===== src/include/mis_defines.svh =====
// constants for the instruction-subset execution core: register offsets,
// field positions, reset values and opcode patterns.
// assumes a 12-bit apb byte address and 32-bit apb data.
`ifndef MIS_DEFINES_SVH
`define MIS_DEFINES_SVH

// ************************************************************
// apb register byte offsets
// ************************************************************
`define MIS_OFF_CTRL 12'h000
`define MIS_OFF_STATUS 12'h004
`define MIS_OFF_ACC 12'h008
`define MIS_OFF_INTCTL 12'h00C
`define MIS_OFF_OPTION 12'h010
`define MIS_OFF_UPLATCH 12'h014
`define MIS_OFF_PC 12'h018

// ************************************************************
// field positions
// ************************************************************
`define MIS_CTRL_RUN_BIT 0
`define MIS_STAT_ZERO_BIT 0
`define MIS_STAT_IDLE_BIT 1
`define MIS_GIE_BIT 7
`define MIS_UPLATCH_HI 4
`define MIS_UPLATCH_LO 3

// ************************************************************
// reset values
// ************************************************************
`define MIS_RST_RUN 1'b1
`define MIS_RST_INTCTL 8'h00
`define MIS_RST_OPTION 8'h00
`define MIS_RST_UPLATCH 5'h00
`define MIS_RST_PC 13'h0000
`define MIS_RST_ACC 8'h00

// ************************************************************
// opcode patterns
// ************************************************************
`define MIS_OPC_INC_FILE 6'h0A
`define MIS_OPC_INC_SKIP 6'h0F
`define MIS_OPC_OR_FILE 6'h04
`define MIS_OPC_MOVE_FILE 6'h08
`define MIS_OPC_OR_LIT 6'h38
`define MIS_OPC_STORE 7'h01
`define MIS_OPC_LOAD_LIT 4'hC
`define MIS_OPC_RET_LIT 4'hD
`define MIS_OPC_BRANCH 3'h5
`define MIS_ENC_RET_INT 14'h0009
`define MIS_ENC_OPT_LOAD 14'h0062
`define MIS_NOP_MASK 14'h3F9F

`endif


===== src/include/mis_pkg.sv =====
// types shared by the execution core and its decoder.
// assumes nothing beyond a systemverilog compiler.
package mis_pkg;

    // instruction cycle phase
    typedef enum logic [1:0] {PH_Q1, PH_Q2, PH_Q3, PH_Q4} mis_phase_t;

    // decoded operation
    typedef enum logic [3:0] {
        OP_NO_OPERATION, OP_INC_FILE, OP_INC_SKIP, OP_OR_LIT, OP_OR_FILE,
        OP_MOVE_FILE, OP_LOAD_LIT, OP_STORE, OP_RET_INT, OP_OPT_LOAD,
        OP_BRANCH, OP_RET_LIT, OP_OTHER
    } mis_op_t;

    // decoded instruction fields
    typedef struct packed {
        mis_op_t op;
        logic dest;
        logic [6:0] fileAddr;
        logic [7:0] literal;
        logic [10:0] target;
    } mis_dec_t;

endpackage


===== src/include/mis_dec_if.sv =====
// carries the raw instruction word to the decoder and the decoded fields back.
// assumes mis_pkg is compiled first.
`timescale 1ns/1ps
`default_nettype none
interface mis_dec_if;
    import mis_pkg::*;
    logic [13:0] instr; // raw word from program memory
    mis_dec_t dec; // decoded fields
    modport decoder (input instr, output dec);
    modport core (output instr, input dec);
endinterface
`default_nettype wire


===== src/core/mis_decoder.sv =====
// combinational decoder for the supported instruction subset.
// assumes the word is stable during phase q1.
`timescale 1ns/1ps
`default_nettype none
`include "mis_defines.svh"
module mis_decoder
    import mis_pkg::*;
(
    mis_dec_if.decoder dif
);

    // ************************************************************
    // decode
    // ************************************************************
    // anything outside the subset decodes as other and runs as a quiet cycle
    function automatic mis_dec_t decode(input logic [13:0] w);
        mis_dec_t d;
        d.op = OP_OTHER;
        d.dest = w[7];
        d.fileAddr = w[6:0];
        d.literal = w[7:0];
        d.target = w[10:0];
        if (w == `MIS_ENC_RET_INT) begin
            d.op = OP_RET_INT;
        end else if (w == `MIS_ENC_OPT_LOAD) begin
            d.op = OP_OPT_LOAD;
        end else if ((w & `MIS_NOP_MASK) == 14'h0000) begin
            d.op = OP_NO_OPERATION; // bits 6:5 are don't care
        end else if (w[13:7] == `MIS_OPC_STORE) begin
            d.op = OP_STORE;
        end else if (w[13:8] == `MIS_OPC_INC_FILE) begin
            d.op = OP_INC_FILE;
        end else if (w[13:8] == `MIS_OPC_INC_SKIP) begin
            d.op = OP_INC_SKIP;
        end else if (w[13:8] == `MIS_OPC_OR_FILE) begin
            d.op = OP_OR_FILE;
        end else if (w[13:8] == `MIS_OPC_MOVE_FILE) begin
            d.op = OP_MOVE_FILE;
        end else if (w[13:8] == `MIS_OPC_OR_LIT) begin
            d.op = OP_OR_LIT;
        end else if (w[13:10] == `MIS_OPC_LOAD_LIT) begin
            d.op = OP_LOAD_LIT; // bits 9:8 ignored
        end else if (w[13:10] == `MIS_OPC_RET_LIT) begin
            d.op = OP_RET_LIT;
        end else if (w[13:11] == `MIS_OPC_BRANCH) begin
            d.op = OP_BRANCH;
        end
        return d;
    endfunction

    assign dif.dec = decode(dif.instr);

endmodule // mis_decoder
`default_nettype wire


===== src/core/mis_exec_core.sv =====
// execution core for a subset of a 14-bit instruction set, four clocks
// per instruction cycle, with an apb slave for control and visibility.
// assumes program memory answers combinationally on progAddr and the file
// register datapath answers fileRdata in the same cycle as fileRead.
`timescale 1ns/1ps
`default_nettype none
`include "mis_defines.svh"
// What this block does
// - destination bit picks accumulator or file register
// - increment file, route result, update zero
// - increment-skip routes result, flags untouched
// - zero result discards next, idle cycle
// - or literal into accumulator, update zero
// - or accumulator with file, route, zero
// - move file to accumulator or itself
// - move updates zero from moved value
// - load literal, no flags, ignore don't-cares
// - store accumulator to file, no flags
// - interrupt return pops, sets enable in q3
// - option load copies accumulator in one cycle
// - branch loads target plus latch bits 4:3
// - literal return loads accumulator, pops, two cycles
module mis_exec_core
    import mis_pkg::*;
(
    input wire logic clk,
    input wire logic rst_n,
    input wire logic psel,
    input wire logic penable,
    input wire logic pwrite,
    input wire logic [11:0] paddr,
    input wire logic [31:0] pwdata,
    output logic [31:0] prdata,
    output logic pready,
    output logic pslverr,
    output logic [12:0] progAddr,
    input wire logic [13:0] instrWord,
    output logic [6:0] fileAddr,
    output logic fileRead,
    input wire logic [7:0] fileRdata,
    output logic fileWrite,
    output logic [7:0] fileWdata,
    input wire logic [12:0] stackTop,
    output logic stackPop,
    output logic globalIntEnable,
    output logic [7:0] optionReg
);

    // ************************************************************
    // declarations
    // ************************************************************
    mis_dec_if dif (); // decoder link
    mis_phase_t phase_r; // current phase
    mis_dec_t decR_r; // instruction latched at end of q1
    logic runEn_r; // software run enable
    logic curIdle_r; // this cycle is a discarded slot
    logic idleAdv_r; // the idle slot still advances the counter
    logic flushNext_r; // next cycle must be idle
    logic flushAdv_r; // that idle cycle advances the counter
    logic [7:0] operand_r; // value read in q2
    logic [7:0] result_r; // value computed in q3
    logic [7:0] acc_r; // working accumulator
    logic zero_r; // zero flag
    logic [12:0] pc_r; // program counter
    logic [7:0] intCtrl_r; // interrupt control register
    logic [7:0] option_r; // option configuration register
    logic [4:0] upLatch_r; // upper address latch
    logic [7:0] fileWdata_r; // file write data
    logic [31:0] prdata_r; // apb read data
    logic pslverr_r; // apb error for the held request
    logic stepQ1, stepQ2, stepQ3, stepQ4; // phase completes this edge
    logic exec; // a real instruction occupies this cycle
    logic fileOp; // operand comes from the file register
    logic writeFile; // q4 writes the file register
    logic writeAcc; // q4 writes the accumulator
    logic updZero; // q4 updates the zero flag
    logic apbSetup; // setup cycle of a transfer
    logic apbWrite; // access cycle of a write
    logic hwGieSet; // interrupt return sets the enable

    // ************************************************************
    // decoder
    // ************************************************************
    assign dif.instr = instrWord;

    mis_decoder u_dec (
        .dif(dif.decoder)
    );

    // ************************************************************
    // phase sequencing
    // ************************************************************
    assign stepQ1 = runEn_r && (phase_r == PH_Q1);
    assign stepQ2 = runEn_r && (phase_r == PH_Q2);
    assign stepQ3 = runEn_r && (phase_r == PH_Q3);
    assign stepQ4 = runEn_r && (phase_r == PH_Q4);

    // four phases per instruction cycle; a stopped core freezes in place
    always_ff @(posedge clk) begin
        if (!rst_n) begin
            phase_r <= PH_Q1;
        end else if (runEn_r) begin
            unique case (phase_r)
                PH_Q1: phase_r <= PH_Q2;
                PH_Q2: phase_r <= PH_Q3;
                PH_Q3: phase_r <= PH_Q4;
                PH_Q4: phase_r <= PH_Q1;
            endcase
        end
    end

    // ************************************************************
    // q1: decode and latch
    // ************************************************************
    // the decoded word is held for the whole cycle so the memory may move on
    always_ff @(posedge clk) begin
        if (!rst_n) begin
            decR_r <= '0;
            curIdle_r <= 1'b0;
            idleAdv_r <= 1'b0;
        end else if (stepQ1) begin
            decR_r <= dif.dec;
            curIdle_r <= flushNext_r; // discarded slot acts as idle
            idleAdv_r <= flushAdv_r;
        end
    end

    // ************************************************************
    // operation classes
    // ************************************************************
    assign exec = !curIdle_r;
    assign fileOp = (decR_r.op == OP_INC_FILE) || (decR_r.op == OP_INC_SKIP) ||
                    (decR_r.op == OP_OR_FILE) || (decR_r.op == OP_MOVE_FILE) ||
                    (decR_r.op == OP_STORE);
    // store always targets the file; others follow the destination bit
    assign writeFile = fileOp && ((decR_r.op == OP_STORE) || decR_r.dest);
    assign writeAcc = (decR_r.op == OP_OR_LIT) || (decR_r.op == OP_LOAD_LIT) ||
                      (decR_r.op == OP_RET_LIT) ||
                      (fileOp && (decR_r.op != OP_STORE) && !decR_r.dest);
    // skip, load, store and returns leave the flag alone
    assign updZero = (decR_r.op == OP_INC_FILE) || (decR_r.op == OP_OR_LIT) ||
                     (decR_r.op == OP_OR_FILE) || (decR_r.op == OP_MOVE_FILE);

    // ************************************************************
    // q2: operand read
    // ************************************************************
    // idle slots issue no read
    assign fileRead = stepQ2 && exec && fileOp;
    assign fileAddr = decR_r.fileAddr;

    always_ff @(posedge clk) begin
        if (!rst_n) begin
            operand_r <= 8'h00;
        end else if (stepQ2) begin
            operand_r <= fileOp ? fileRdata : decR_r.literal;
        end
    end

    // ************************************************************
    // q3: process
    // ************************************************************
    always_ff @(posedge clk) begin
        if (!rst_n) begin
            result_r <= 8'h00;
            fileWdata_r <= 8'h00;
        end else if (stepQ3) begin
            unique case (decR_r.op)
                OP_INC_FILE, OP_INC_SKIP: begin
                    result_r <= operand_r + 8'h01;
                    fileWdata_r <= operand_r + 8'h01;
                end
                OP_OR_LIT, OP_OR_FILE: begin
                    result_r <= acc_r | operand_r;
                    fileWdata_r <= acc_r | operand_r;
                end
                OP_MOVE_FILE, OP_LOAD_LIT, OP_RET_LIT: begin
                    result_r <= operand_r;
                    fileWdata_r <= operand_r;
                end
                default: begin
                    // store and option load carry the accumulator
                    result_r <= acc_r;
                    fileWdata_r <= acc_r;
                end
            endcase
        end
    end

    assign hwGieSet = stepQ3 && exec && (decR_r.op == OP_RET_INT);

    // ************************************************************
    // q4: write back
    // ************************************************************
    assign fileWrite = stepQ4 && exec && writeFile;
    assign fileWdata = fileWdata_r;
    assign stackPop = stepQ4 && exec &&
                      ((decR_r.op == OP_RET_INT) || (decR_r.op == OP_RET_LIT));

    // accumulator and zero flag
    always_ff @(posedge clk) begin
        if (!rst_n) begin
            acc_r <= `MIS_RST_ACC;
            zero_r <= 1'b0;
        end else if (stepQ4 && exec) begin
            if (writeAcc) begin
                acc_r <= result_r;
            end
            if (updZero) begin
                zero_r <= (result_r == 8'h00);
            end
        end
    end

    // program counter; branch and returns load it and leave an idle slot
    always_ff @(posedge clk) begin
        if (!rst_n) begin
            pc_r <= `MIS_RST_PC;
        end else if (stepQ4) begin
            if (curIdle_r) begin
                // a skipped slot steps over the discarded word; a branch
                // slot holds the counter so the target is fetched next
                if (idleAdv_r) begin
                    pc_r <= pc_r + 13'h0001;
                end
            end else begin
                unique case (decR_r.op)
                    OP_BRANCH: pc_r <= {upLatch_r[`MIS_UPLATCH_HI:`MIS_UPLATCH_LO],
                                        decR_r.target};
                    OP_RET_INT, OP_RET_LIT: pc_r <= stackTop;
                    default: pc_r <= pc_r + 13'h0001;
                endcase
            end
        end
    end

    // idle slot scheduling for two-cycle instructions
    always_ff @(posedge clk) begin
        if (!rst_n) begin
            flushNext_r <= 1'b0;
            flushAdv_r <= 1'b0;
        end else if (stepQ4) begin
            flushNext_r <= exec && ((decR_r.op == OP_BRANCH) ||
                           (decR_r.op == OP_RET_INT) || (decR_r.op == OP_RET_LIT) ||
                           ((decR_r.op == OP_INC_SKIP) && (result_r == 8'h00)));
            flushAdv_r <= exec && (decR_r.op == OP_INC_SKIP);
        end
    end

    assign progAddr = pc_r;

    // ************************************************************
    // apb slave
    // ************************************************************
    assign apbSetup = psel && !penable;
    assign apbWrite = psel && penable && pwrite;
    assign pready = psel && penable; // zero wait states
    assign pslverr = pready && pslverr_r;
    assign prdata = prdata_r;

    // address map check, shared by the read and write paths
    function automatic logic regMapped(input logic [11:0] a, input logic wr);
        logic ok;
        ok = 1'b0;
        unique case (a)
            `MIS_OFF_CTRL, `MIS_OFF_INTCTL, `MIS_OFF_OPTION, `MIS_OFF_UPLATCH: ok = 1'b1;
            `MIS_OFF_STATUS, `MIS_OFF_ACC, `MIS_OFF_PC: ok = !wr;
            default: ok = 1'b0;
        endcase
        return ok;
    endfunction

    // read data and error are captured in setup so both come from flops
    always_ff @(posedge clk) begin
        if (!rst_n) begin
            prdata_r <= 32'h0000_0000;
            pslverr_r <= 1'b0;
        end else if (apbSetup) begin
            pslverr_r <= !regMapped(paddr, pwrite);
            prdata_r <= 32'h0000_0000;
            if (!pwrite) begin
                unique case (paddr)
                    `MIS_OFF_CTRL: prdata_r <= {31'h0, runEn_r};
                    `MIS_OFF_STATUS: prdata_r <= {30'h0, curIdle_r, zero_r};
                    `MIS_OFF_ACC: prdata_r <= {24'h0, acc_r};
                    `MIS_OFF_INTCTL: prdata_r <= {24'h0, intCtrl_r};
                    `MIS_OFF_OPTION: prdata_r <= {24'h0, option_r};
                    `MIS_OFF_UPLATCH: prdata_r <= {27'h0, upLatch_r};
                    `MIS_OFF_PC: prdata_r <= {19'h0, pc_r};
                    default: prdata_r <= 32'h0000_0000;
                endcase
            end
        end
    end

    // control and latch writes; only the access edge takes effect
    always_ff @(posedge clk) begin
        if (!rst_n) begin
            runEn_r <= `MIS_RST_RUN;
            upLatch_r <= `MIS_RST_UPLATCH;
        end else if (apbWrite && regMapped(paddr, 1'b1)) begin
            if (paddr == `MIS_OFF_CTRL) begin
                runEn_r <= pwdata[`MIS_CTRL_RUN_BIT];
            end
            if (paddr == `MIS_OFF_UPLATCH) begin
                upLatch_r <= pwdata[4:0];
            end
        end
    end

    // interrupt control; the hardware set beats a same-edge software clear
    always_ff @(posedge clk) begin
        if (!rst_n) begin
            intCtrl_r <= `MIS_RST_INTCTL;
        end else begin
            if (apbWrite && (paddr == `MIS_OFF_INTCTL)) begin
                intCtrl_r <= pwdata[7:0];
            end
            if (hwGieSet) begin
                intCtrl_r[`MIS_GIE_BIT] <= 1'b1;
            end
        end
    end

    // option register; the instruction wins over a same-edge bus write
    always_ff @(posedge clk) begin
        if (!rst_n) begin
            option_r <= `MIS_RST_OPTION;
        end else if (stepQ4 && exec && (decR_r.op == OP_OPT_LOAD)) begin
            option_r <= result_r;
        end else if (apbWrite && (paddr == `MIS_OFF_OPTION)) begin
            option_r <= pwdata[7:0];
        end
    end

    assign globalIntEnable = intCtrl_r[`MIS_GIE_BIT];
    assign optionReg = option_r;
endmodule // mis_exec_core
`default_nettype wire


===== config.mk =====
export PLATFORM = sky130hd
export DESIGN_NAME = mis_exec_core
export DESIGN_NICKNAME = d
export VERILOG_FILES = /design/src/include/mis_pkg.sv /design/src/include/mis_dec_if.sv /design/src/core/mis_decoder.sv /design/src/core/mis_exec_core.sv
export VERILOG_INCLUDE_DIRS = /design/src /design/src/include
export SDC_FILE = /design/constraint.sdc
export NUM_CORES = 1
export LEC_CHECK = 0
export ABC_AREA = 0
export BUFFER_PORTS_ARGS = -buffer_cell sky130_fd_sc_hd__buf_2
export CAP_MARGIN = 15
export CORE_ASPECT_RATIO = 1.2
export CORE_MARGIN = 5
export CORE_UTILIZATION = 48
export CTS_CLUSTER_DIAMETER = 50
export CTS_CLUSTER_SIZE = 14
export DETAILED_ROUTE_END_ITERATION = 6
export GPL_ROUTABILITY_DRIVEN = 0
export PLACE_DENSITY = 0.86
export SLEW_MARGIN = 20
export SYNTH_ARGS = -nofsm -noshare
export SYNTH_HDL_FRONTEND = slang
export SYNTH_SLANG_ARGS = --single-unit
export TNS_END_PERCENT = 1

===== constraint.sdc =====
create_clock -name clk -period 1.69 [get_ports clk]
set_input_delay 0.0845 -clock clk [delete_from_list [all_inputs] [get_ports clk]]
set_output_delay 0.0845 -clock clk [all_outputs]
set_load 0.005 [all_outputs]

==> results.md, run 1 <==
- Status: complete, but fails checks
- Failing checks: setup timing
- Area Growth Syn to Fin: 24.4%
- Largest net degree at the start of global routing: 53
- Top delay family on crit path: simple AND/OR/NAND/NOR gates
- Fin crit share: 104%
- Post-synth EDFFs: 0
- Worst Skew: 10.1 ps
- Vias in the first global route: 5312
- Rel. slew slack: 56.1%
- Final TNS setup: -130 ps
- CTS clk-pin slew, worst paths: 60 ps
- RSZ-0062 raised after global routing: true
- CTS Hold Bufs: 0
- Initial DRT Pass Iterations: 5
- F_max: 0.571 GHz
- Die Span Y: 129 um
- Htree depth: 3
- Critical-path cell list: buf_6, nand2b_4, o21ai_2, a22oi_2, nor4_2, buf_2
- Pwr per Cell Area: 1040 nW/um^2
- DP Wirelength: 12.6 mm
- Die width: 109 um
- Leakage power: 2.86 nW
- CTS Buf Count: 9
- Ys async rst share: 0%
- Crit path largest cell delay: 360 ps
- Longest Clk Path Bufs: 2
- Sink Count: 95
- Input/output buffers: 114
- Critical path data arrival time: 1670 ps
- Io pins: 158
- CP Max Fanout: 9
- Finished Core Util: 60.7%
- Slowest stage cell, crit path: dfxtp_4
- Initial DRC count: 632
- Clock latency at the later pin of the worst-skew pair: 350 ps
- Via count: 5721
- Syn Std Cell Area: 5620 sq um
- Main synth FF type: dfxtp_1
- Worst EP required: 1610 ps
- Pre-CTS setup slack: -1.38 ps
- Filler Cell Count: 1008
- Kind of end point of the critical path: output pin
- Worst Hold Class: input port to flop
- Final Slew Violations: 0
- # DRC: 0
- Synth Register Bits: 95
- Final WS setup: -62.8 ps
- Worst path bufs/invs: 2
- GRT overflow: 0
- Post-Synthesis Cells: 687
- Final nets: 909
- Fin crit period: 1750 ps
- First-pass GRT wire length: 26.2 mm
- Average cell area after synthesis: 8.18 sq um
- Row count: 43
- Crit Path Class: flop to output pin
- Share of cells above drive strength 1: 27.0%
- Drt wl/cell: 17.3 um
- Netlist cell types: 67
- Core outline area: 11500 sq um
- Hold WS: 10.7 ps
- Gr usage total: 23.2%
- Max VDD drop: 0.677 mV
- MaxCap Viol Count: 0
- Drt total wl: 16.9 mm
- Initial Util: 48.8%
- Antenna violations before repair: 0
- Final setup violation count: 3
- Sequential-to-total area share from yosys stat: 33.8%
- Via density per instance: 5.84
- Synthesis warning total: 0
- CTS Root Cell: clkbuf_16
- Hold Violations, Final: 0
- Antenna viol nets, final: 0
- Ant diodes: 0
- Die Footprint: 14000 sq um
- Startpoint types: flop
- Worst-Margin Slew: 657 ps
- CTS tree: yes
## synth_stat cells, types with 4 or more instances
cell / number / share of area [%]
buf_2: 5 / 0.45
nand3b_1: 4 / 0.53
nor2b_1: 26 / 2.9
ha_1: 7 / 1.6
a21boi_0: 16 / 2.1
nor3_1: 9 / 0.80
xor2_1: 4 / 0.62
a22oi_1: 15 / 2.0
dfxtp_1: 95 / 34
nor4_1: 4 / 0.45
nand2b_1: 6 / 0.67
mux2i_1: 63 / 11
nand4b_1: 4 / 0.62
mux2_2: 7 / 1.4
nand3_1: 12 / 1.1
buf_4: 26 / 3.5
a21oi_1: 44 / 3.9
nand4_1: 7 / 0.78
inv_1: 12 / 0.80
clkbuf_1: 35 / 2.3
nand2_1: 100 / 6.7
o21ai_0: 61 / 5.4
nor2_1: 24 / 1.6
o22ai_1: 15 / 1.7
and2_1: 8 / 0.89
a31oi_1: 5 / 0.56
## timing repair
item                       in CTS  in global routing
resized for setup              15                  6
setup buffers                   2                  0
pin swaps                       3                  0
setup endpoints to repair       6                 28
## layout make-up
type / instances / area [sq um] / area share [%]
multi-input combinational: 529 / 3440 / 49.2
sequential: 95 / 1910 / 27.3
timing repair buffer: 171 / 1060 / 15.2
clock buffer: 10 / 239 / 3.42
tap: 157 / 196 / 2.81
clock inverter: 6 / 91.3 / 1.31
inverter: 12 / 48.8 / 0.698
## registers in the layout (all words and copies together), names as in the netlist, 2 cells and up
signal     cells
acc_r          8
decR_r         9
fileAddr       6
fileWdata      8
intCtrl_r      8
operand_r      8
optionReg      8
phase_r        2
prdata        13
progAddr      13
upLatch_r      5
## where the power goes
group	internal (mW)	switching, mW
clock network	1.35	0.903
logic	0.986	1.30
registers	2.46	0.262
total	4.80	2.47
## kinds of logic (layout without fill, tap and decap cells)
kind of cell / after synthesis / in the layout / share of synthesized area, %
DFF: 95 / 95 / 33.8
xor gates and xnor gates: 7 / 7 / 1.09
and+or+nand+nor: 229 / 229 / 21.5
buffers and inverters: 81 / 199 / 7.26
AOI/OAI and AO/OA: 195 / 195 / 21.5
other: 1 / 19 / 0.0667
adders and majority gates: 8 / 8 / 1.74
muxes: 71 / 71 / 13.0
## path summary, 6_finish.rpt
kind | from | endpoint | slack (ps) | cells after the start
max | decR_r[29] | fileWrite | -60 | 6
min | instrWord[2] | fileAddr[2] | 10 | 3
max reg2reg | decR_r[30] | fileWdata[2] | -40 | 6
min reg2reg | prdata[2] | prdata[2] | 450 | 2
## layout by cell type (no fill, tap or decap), types with 5 or more instances in the layout
| cell | count |
|---|---|
| mux2i_1 | 61 |
| buf_4 | 51 |
| nand2_1 | 99 |
| a22oi_1 | 14 |
| o22ai_1 | 15 |
| mux2_2 | 7 |
| nand3_1 | 12 |
| a21oi_1 | 44 |
| a31oi_1 | 5 |
| buf_2 | 114 |
| nor3_1 | 8 |
| nor2b_1 | 26 |
| and2_1 | 8 |
| conb_1 | 19 |
| ha_1 | 7 |
| nor2_1 | 24 |
| nand2b_1 | 5 |
| dfxtp_1 | 90 |
| nand4_1 | 7 |
| buf_12 | 5 |
| clkbuf_16 | 9 |
| a21boi_0 | 16 |
| inv_1 | 11 |
| o21ai_0 | 60 |
## per-layer routing
| metal | track usage, % | wire length, um |
|---|---|---|
| met5 | 0 | 0 |
| met4 | 9.44 | 521 |
| met3 | 4.32 | 1190 |
| met2 | 39.9 | 8250 |
| met1 | 28.5 | 6940 |
## through the flow
| stage | cell area, sq um | cells | power, mW |
|---|---|---|---|
| 2_1_floorplan | 5690 | 705 | 4.10 |
| 3_3_place_gp | 6570 | 962 | 4.82 |
| 3_5_place_dp | 6570 | 962 | 4.88 |
| 4_1_cts | 6970 | 980 | 7.19 |
| 5_1_grt | 6990 | 980 | 7.59 |
| 6_report | 6990 | 980 | 7.26 |
## tightest hold or removal path, cell delays in order
cell and delay [ps]:
buf_2 110, nand2_1 50, a21boi_0 70
Power figures use the tool's default switching activity.
==> run 2, diff against run 1 <==
--- a/config.mk
+++ b/config.mk
@@ -9,7 +9,6 @@
 export ABC_AREA = 0
 export BUFFER_PORTS_ARGS = -buffer_cell sky130_fd_sc_hd__buf_2
 export CAP_MARGIN = 15
-export CORE_ASPECT_RATIO = 1.2
 export CORE_MARGIN = 5
 export CORE_UTILIZATION = 48
 export CTS_CLUSTER_DIAMETER = 50
==> results.md, run 2 (synthesis gave the netlist of run 1 again) <==
- Status: complete, but fails checks
- Failing checks: setup timing
- First-pass GRT wire length: 26.6 mm (+1.8%)
- Antenna viol nets, final: 0 (unchanged)
- MaxCap Viol Count: 0 (unchanged)
- P_int: 4.83 mW (+0.67%)
- Die Footprint: 14000 sq um (about the same)
- Crit Path Class: flop to output pin
- Die width: 118 um (+8.7%)
- Kind of end point of the critical path: output pin
- R2R cell count: 8 (+2)
- Slowest stage cell, crit path: nor4_4
- Leakage power: 2.90 nW (+1.4%)
- RR Startpoint: decR_r[29]
- Pwr per Cell Area: 1050 nW/um^2 (+0.76%)
- Critical path data arrival time: 1610 ps (-60 ps)
- F_max: 0.589 GHz (+3.3%)
- NetSw: 2.54 mW (+3.1%)
- GRT overflow: 0 (unchanged)
- Core outline area: 11500 sq um (-0.40%)
- Antenna violations before repair: 0 (unchanged)
- Htree depth: 3 (unchanged)
- DP Wirelength: 12.5 mm (-0.90%)
- CP Max Fanout: 8 (-1)
- Finished Core Util: 61.4% (+0.68 points)
- Drt wl/cell: 17.0 um (-1.7%)
- Rel. slew slack: 56.0% (-0.062 points)
- Switch share: 34.5% (+0.53 points)
- Input/output buffers: 114 (unchanged)
- Clock power frac: 30.6% (-0.4 points)
- Crit path from: phase_r[0]
- Clock latency at the later pin of the worst-skew pair: 350 ps (about the same)
- Cells after DPL: 953 (-0.94%)
- Die Span Y: 118 um (-8.0%)
- Fin crit share: 100% (-3.3 points)
- CTS Hold Bufs: 0 (unchanged)
- Via count: 5643 (-1.4%)
- Non-Filler Instances: 973 (-0.71%)
- Filler Cell Count: 972 (-3.6%)
- Critical-path cell list: ha_2, nand2_2, nor4_4, buf_2
- Footprint of the multi-input gates: 3470 sq um (+0.98%)
- Comb power frac: 32.4% (+0.9 points)
- CTS Buf Count: 9 (unchanged)
- Hold Violations, Final: 0 (unchanged)
- Initial DRC count: 551 (-13%)
- Gr usage total: 22.7% (-0.54 points)
- Max VDD drop: 0.769 mV (+14%)
- Drt total wl: 16.5 mm (-2.4%)
- CTS clk-pin slew, worst paths: 60 ps (about the same)
- Critical R2R Capture: progAddr[2]
- Worst Skew: 6.58 ps (-3.49 ps)
- Startpoint types: flop
- Longest Clk Path Bufs: 2 (unchanged)
- Crit path largest cell delay: 380 ps (+20 ps)
- Initial DRT Pass Iterations: 7 (+2)
- Register share of total power: 36.9% (-0.6 points)
- CTS tree: yes
- Worst path bufs/invs: 1 (-1)
- Final nets: 916 (+0.77%)
- Total power: 7.37 mW (+1.5%)
- Worst-Margin Slew: 658 ps (+0.931 ps)
- Register Area: 1910 sq um (about the same)
- Top delay family on crit path: simple AND/OR/NAND/NOR gates
- # DRC: 0 (unchanged)
- Final setup violation count: 1 (-2)
- Final Slew Violations: 0 (unchanged)
- Most common cell after layout, fill and taps aside: buf_2
- R2r setup slk: 60 ps (+100 ps)
- Crit. path cell count: 4 (-2)
- Crit path capture: stackPop
- Largest net degree at the start of global routing: 32 (-40%)
- Initial Util: 49.0% (+0.20 points)
- Final WS setup: -6.49 ps (+56.3 ps)
- Share of cells above drive strength 1: 28.2% (+1.2 points)
- Ant diodes: 0 (unchanged)
- Fin crit period: 1700 ps (-56.3 ps)
- Worst EP required: 1610 ps (about the same)
- CTS Root Cell: clkbuf_16
- Sink Count: 95 (unchanged)
- Worst Hold Class: input port to flop
- Via density per instance: 5.80 (-0.65%)
- Vias in the first global route: 5325 (+0.24%)
- Io pins: 158 (unchanged)
- Area Growth Syn to Fin: 25.3%
- Commonest cells after routing, fill and taps aside: buf_2 (115), nand2_1 (98), dfxtp_1 (89)
- RSZ-0062 raised after global routing: true
- Row count: 39 (-9.3%)
==> run 2: changes by cell type in the layout (fill, tap and decap cells not counted), sizes merged <==
cell    previous run  this run
clkinv             2         1
buf              171       178
clkbuf            10         9
inv               13        15
==> run 2: tightest hold or removal path, cell delays in order <==
cell and delay [ps]:
buf_2 120, nand2_1 50, a21boi_0 60
==> run 2: area by class of cell <==
cell class                      count  area share (%)
Sequential cell                    95            27.2
Tap cell                          143            2.54
Multi-Input combinational cell    529            49.3
Clock inverter                      7            1.42
Inverter                           12           0.693
Timing Repair Buffer              178            15.7
Clock buffer                        9            3.20
==> run 2: metrics by stage <==
step / setup WS (ps) / hold WS (ps) / setup TNS, ps / area (sq um)
3_5_place_dp: -33.5 / 372 / -58.4 / 6580
3_3_place_gp: -14.9 / 359 / -14.9 / 6580
6_report: -6.49 / 12.0 / -6.49 / 7040
4_1_cts: -44.9 / 4.19 / -44.9 / 6980
2_1_floorplan: 54.2 / 213 / 0 / 5690
5_1_grt: -46.5 / 22.8 / -199 / 7040
==> run 2: repair_timing <==
action	4_1_cts	5_1_grt
pin swaps	3	2
endpoints found under the hold margin	0	0
setup endpoints to repair	6	14
cloned	0	1
setup buffers	4	1
resized for setup	17	17
==> run 2: how the worst min path moves through the flow <==
stage / from / to / slack (ps) / cells after the start
floorplan: pwdata[0] / runEn_r / 210 / 2
global placement: instrWord[5] / fileAddr[5] / 360 / 3
detailed placement: instrWord[2] / fileAddr[2] / 370 / 3
CTS: instrWord[2] / fileAddr[2] / 4 / 3
global route: instrWord[2] / fileAddr[2] / 20 / 3
finish: instrWord[2] / fileAddr[2] / 10 / 3
==> run 2: power by group through the flow <==
stage / combinational, mW / clock (mW) / sequential, mW
after floorplan: 1.42 / 0 / 2.68
after global placement: 2.12 / 0 / 2.75
after detailed placement: 2.16 / 0 / 2.75
after CTS: 2.26 / 2.28 / 2.71
after global routing: 2.61 / 2.37 / 2.75
final: 2.39 / 2.26 / 2.72
==> run 2: per-layer routing <==
metal	track usage, %	vias to the layer above	routed length, um
met5	0	-	0
met4	7.24	0	482
met1	29.6	2591	6990
met3	6.59	43	1470
li1	-	2728	-
met2	36.3	281	7570
==> run 3, diff against run 2 <==
--- a/config.mk
+++ b/config.mk
@@ -15,6 +15,7 @@
 export CTS_CLUSTER_SIZE = 14
 export DETAILED_ROUTE_END_ITERATION = 6
 export GPL_ROUTABILITY_DRIVEN = 0
+export HOLD_SLACK_MARGIN = 0.03
 export PLACE_DENSITY = 0.86
 export SLEW_MARGIN = 20
 export SYNTH_ARGS = -nofsm -noshare
==> results.md, run 3 (synthesis gave the netlist of run 1 again) <==
- RSZ-0062 raised after global routing: true
- Startpoint types: flop
- First-pass GRT wire length: 26.9 mm (+0.93%)
- Die Footprint: 14000 sq um (unchanged)
- Worst EP required: 1610 ps (about the same)
- Filler Cell Count: 951 (-2.2%)
- CTS Buf Count: 9 (unchanged)
- Commonest cells after routing, fill and taps aside: buf_2 (114), nand2_1 (98), dfxtp_1 (89)
- GRT overflow: 0 (unchanged)
- Via density per instance: 5.82 (+0.40%)
- Kind of end point of the critical path: output pin
- Failing checks: setup timing
- Final instance area: 7130 sq um (+1.3%)
- Placed cell areas: 6580 sq um (unchanged)
- Worst-Margin Slew: 660 ps (+2.21 ps)
- DP Wirelength: 12.5 mm (unchanged)
- MaxCap Viol Count: 0 (unchanged)
- Row count: 39 (unchanged)
- Final nets: 925 (+0.98%)
- Initial DRC count: 574 (+4.2%)
- Largest net degree at the start of global routing: 32 (unchanged)
- Rel. slew slack: 55.9% (-0.15 points)
- Share of cells above drive strength 1: 27.5% (-0.66 points)
- Footprint of the multi-input gates: 3470 sq um (about the same)
- Final setup violation count: 1 (unchanged)
- F_max: 0.590 GHz (about the same)
- CTS clk-pin slew, worst paths: 70 ps (about the same)
- Drt total wl: 16.6 mm (+0.54%)
- Longest Clk Path Bufs: 2 (unchanged)
- Via count: 5718 (+1.3%)
- Hold Violations, Final: 0 (unchanged)
- R2r setup slk: 30 ps (-30 ps)
- Pwr per Cell Area: 1030 nW/um^2 (-1.6%)
- Final Slew Violations: 0 (unchanged)
- Register Area: 1910 sq um (-0.13%)
- Final WS setup: -5.73 ps (+0.759 ps)
- Max VDD drop: 0.822 mV (+6.9%)
- Antenna violations before repair: 0 (unchanged)
- Htree depth: 3 (unchanged)
- Status: complete, but fails checks
- Worst Hold Class: input port to flop
- Area Growth Syn to Fin: 26.9%
- CTS Root Cell: clkbuf_16
- Core outline area: 11500 sq um (unchanged)
- Hold WS: 36.9 ps (+24.9 ps)
- Finished Core Util: 62.2% (+0.81 points)
- Total power: 7.35 mW (-0.29%)
- Critical path data arrival time: 1610 ps (about the same)
- Die Span Y: 118 um (unchanged)
- Initial Util: 49.0% (unchanged)
- Sink Count: 95 (unchanged)
- Fin crit period: 1700 ps (-0.759 ps)
- Leakage power: 2.94 nW (+1.3%)
- # DRC: 0 (unchanged)
- Gr usage total: 22.9% (+0.19 points)
- Most common cell after layout, fill and taps aside: buf_2
- Ant diodes: 0 (unchanged)
- CP Max Fanout: 8 (unchanged)
- Antenna viol nets, final: 0 (unchanged)
- Clock latency at the later pin of the worst-skew pair: 350 ps (about the same)
- Vias in the first global route: 5382 (+1.1%)
- Input/output buffers: 114 (unchanged)
- Fin crit share: 100% (about the same)
- Drt wl/cell: 16.9 um (-0.38%)
- Die width: 118 um (unchanged)
- Crit Path Class: flop to output pin
- Io pins: 158 (unchanged)
- Worst Skew: 7.10 ps (+0.526 ps)
- CTS tree: yes
- Initial DRT Pass Iterations: 6 (-1)
-- run 3: path summary, 6_finish.rpt --
check | from | to | cells after the start
min reg2reg | prdata[2] | prdata[2] | 2
max | phase_r[0] | stackPop | 4
min | pwdata[2] | upLatch_r[2] | 3
max reg2reg | decR_r[27] | flushNext_r | 6
-- run 3: layout make-up --
| cell class | instances | share of cell area, % |
|---|---|---|
| clock buffer | 9 | 3.16 |
| clock inverter | 7 | 1.40 |
| inverter | 12 | 0.684 |
| multi-input combinational | 529 | 48.7 |
| sequential | 95 | 26.8 |
| tap | 143 | 2.51 |
| timing repair buffer | 187 | 16.8 |
-- run 3: stage by stage --
stage	setup slack (ps)	std cells	TNS (ps)
after CTS	-44.9	982	-44.9
after global placement	-14.9	953	-14.9
final	-5.73	982	-5.73
after global routing	-58.7	982	-338
after detailed placement	-33.5	953	-58.4
after floorplan	54.2	705	0
-- run 3: timing repair --
| action | CTS | global route |
|---|---|---|
| gates resized for setup | 17 | 11 |
| hold buffers | 11 | 0 |
| pin swaps | 3 | 1 |
| endpoints found under the hold margin | 11 | 0 |
| endpoints found under the setup margin | 6 | 16 |
| buffers inserted | 4 | 0 |
-- run 3: worst max-delay path: stages (launching register included) --
cell and delay, ps:
dfxtp_2 360, ha_2 190, nand2_2 160, nor4_4 380, buf_2 170
-- run 3: report_power, final --
part	internal, mW	switching (mW)
combinational	1.04	1.34
sequential	2.46	0.259
clock	1.32	0.938
-- run 3: layer usage --
layer | share of wire (%) | global-route usage (%)
met5 | 0 | 0
met4 | 2.9 | 7.24
met3 | 9.1 | 6.54
met2 | 46 | 36.8
met1 | 42 | 29.8
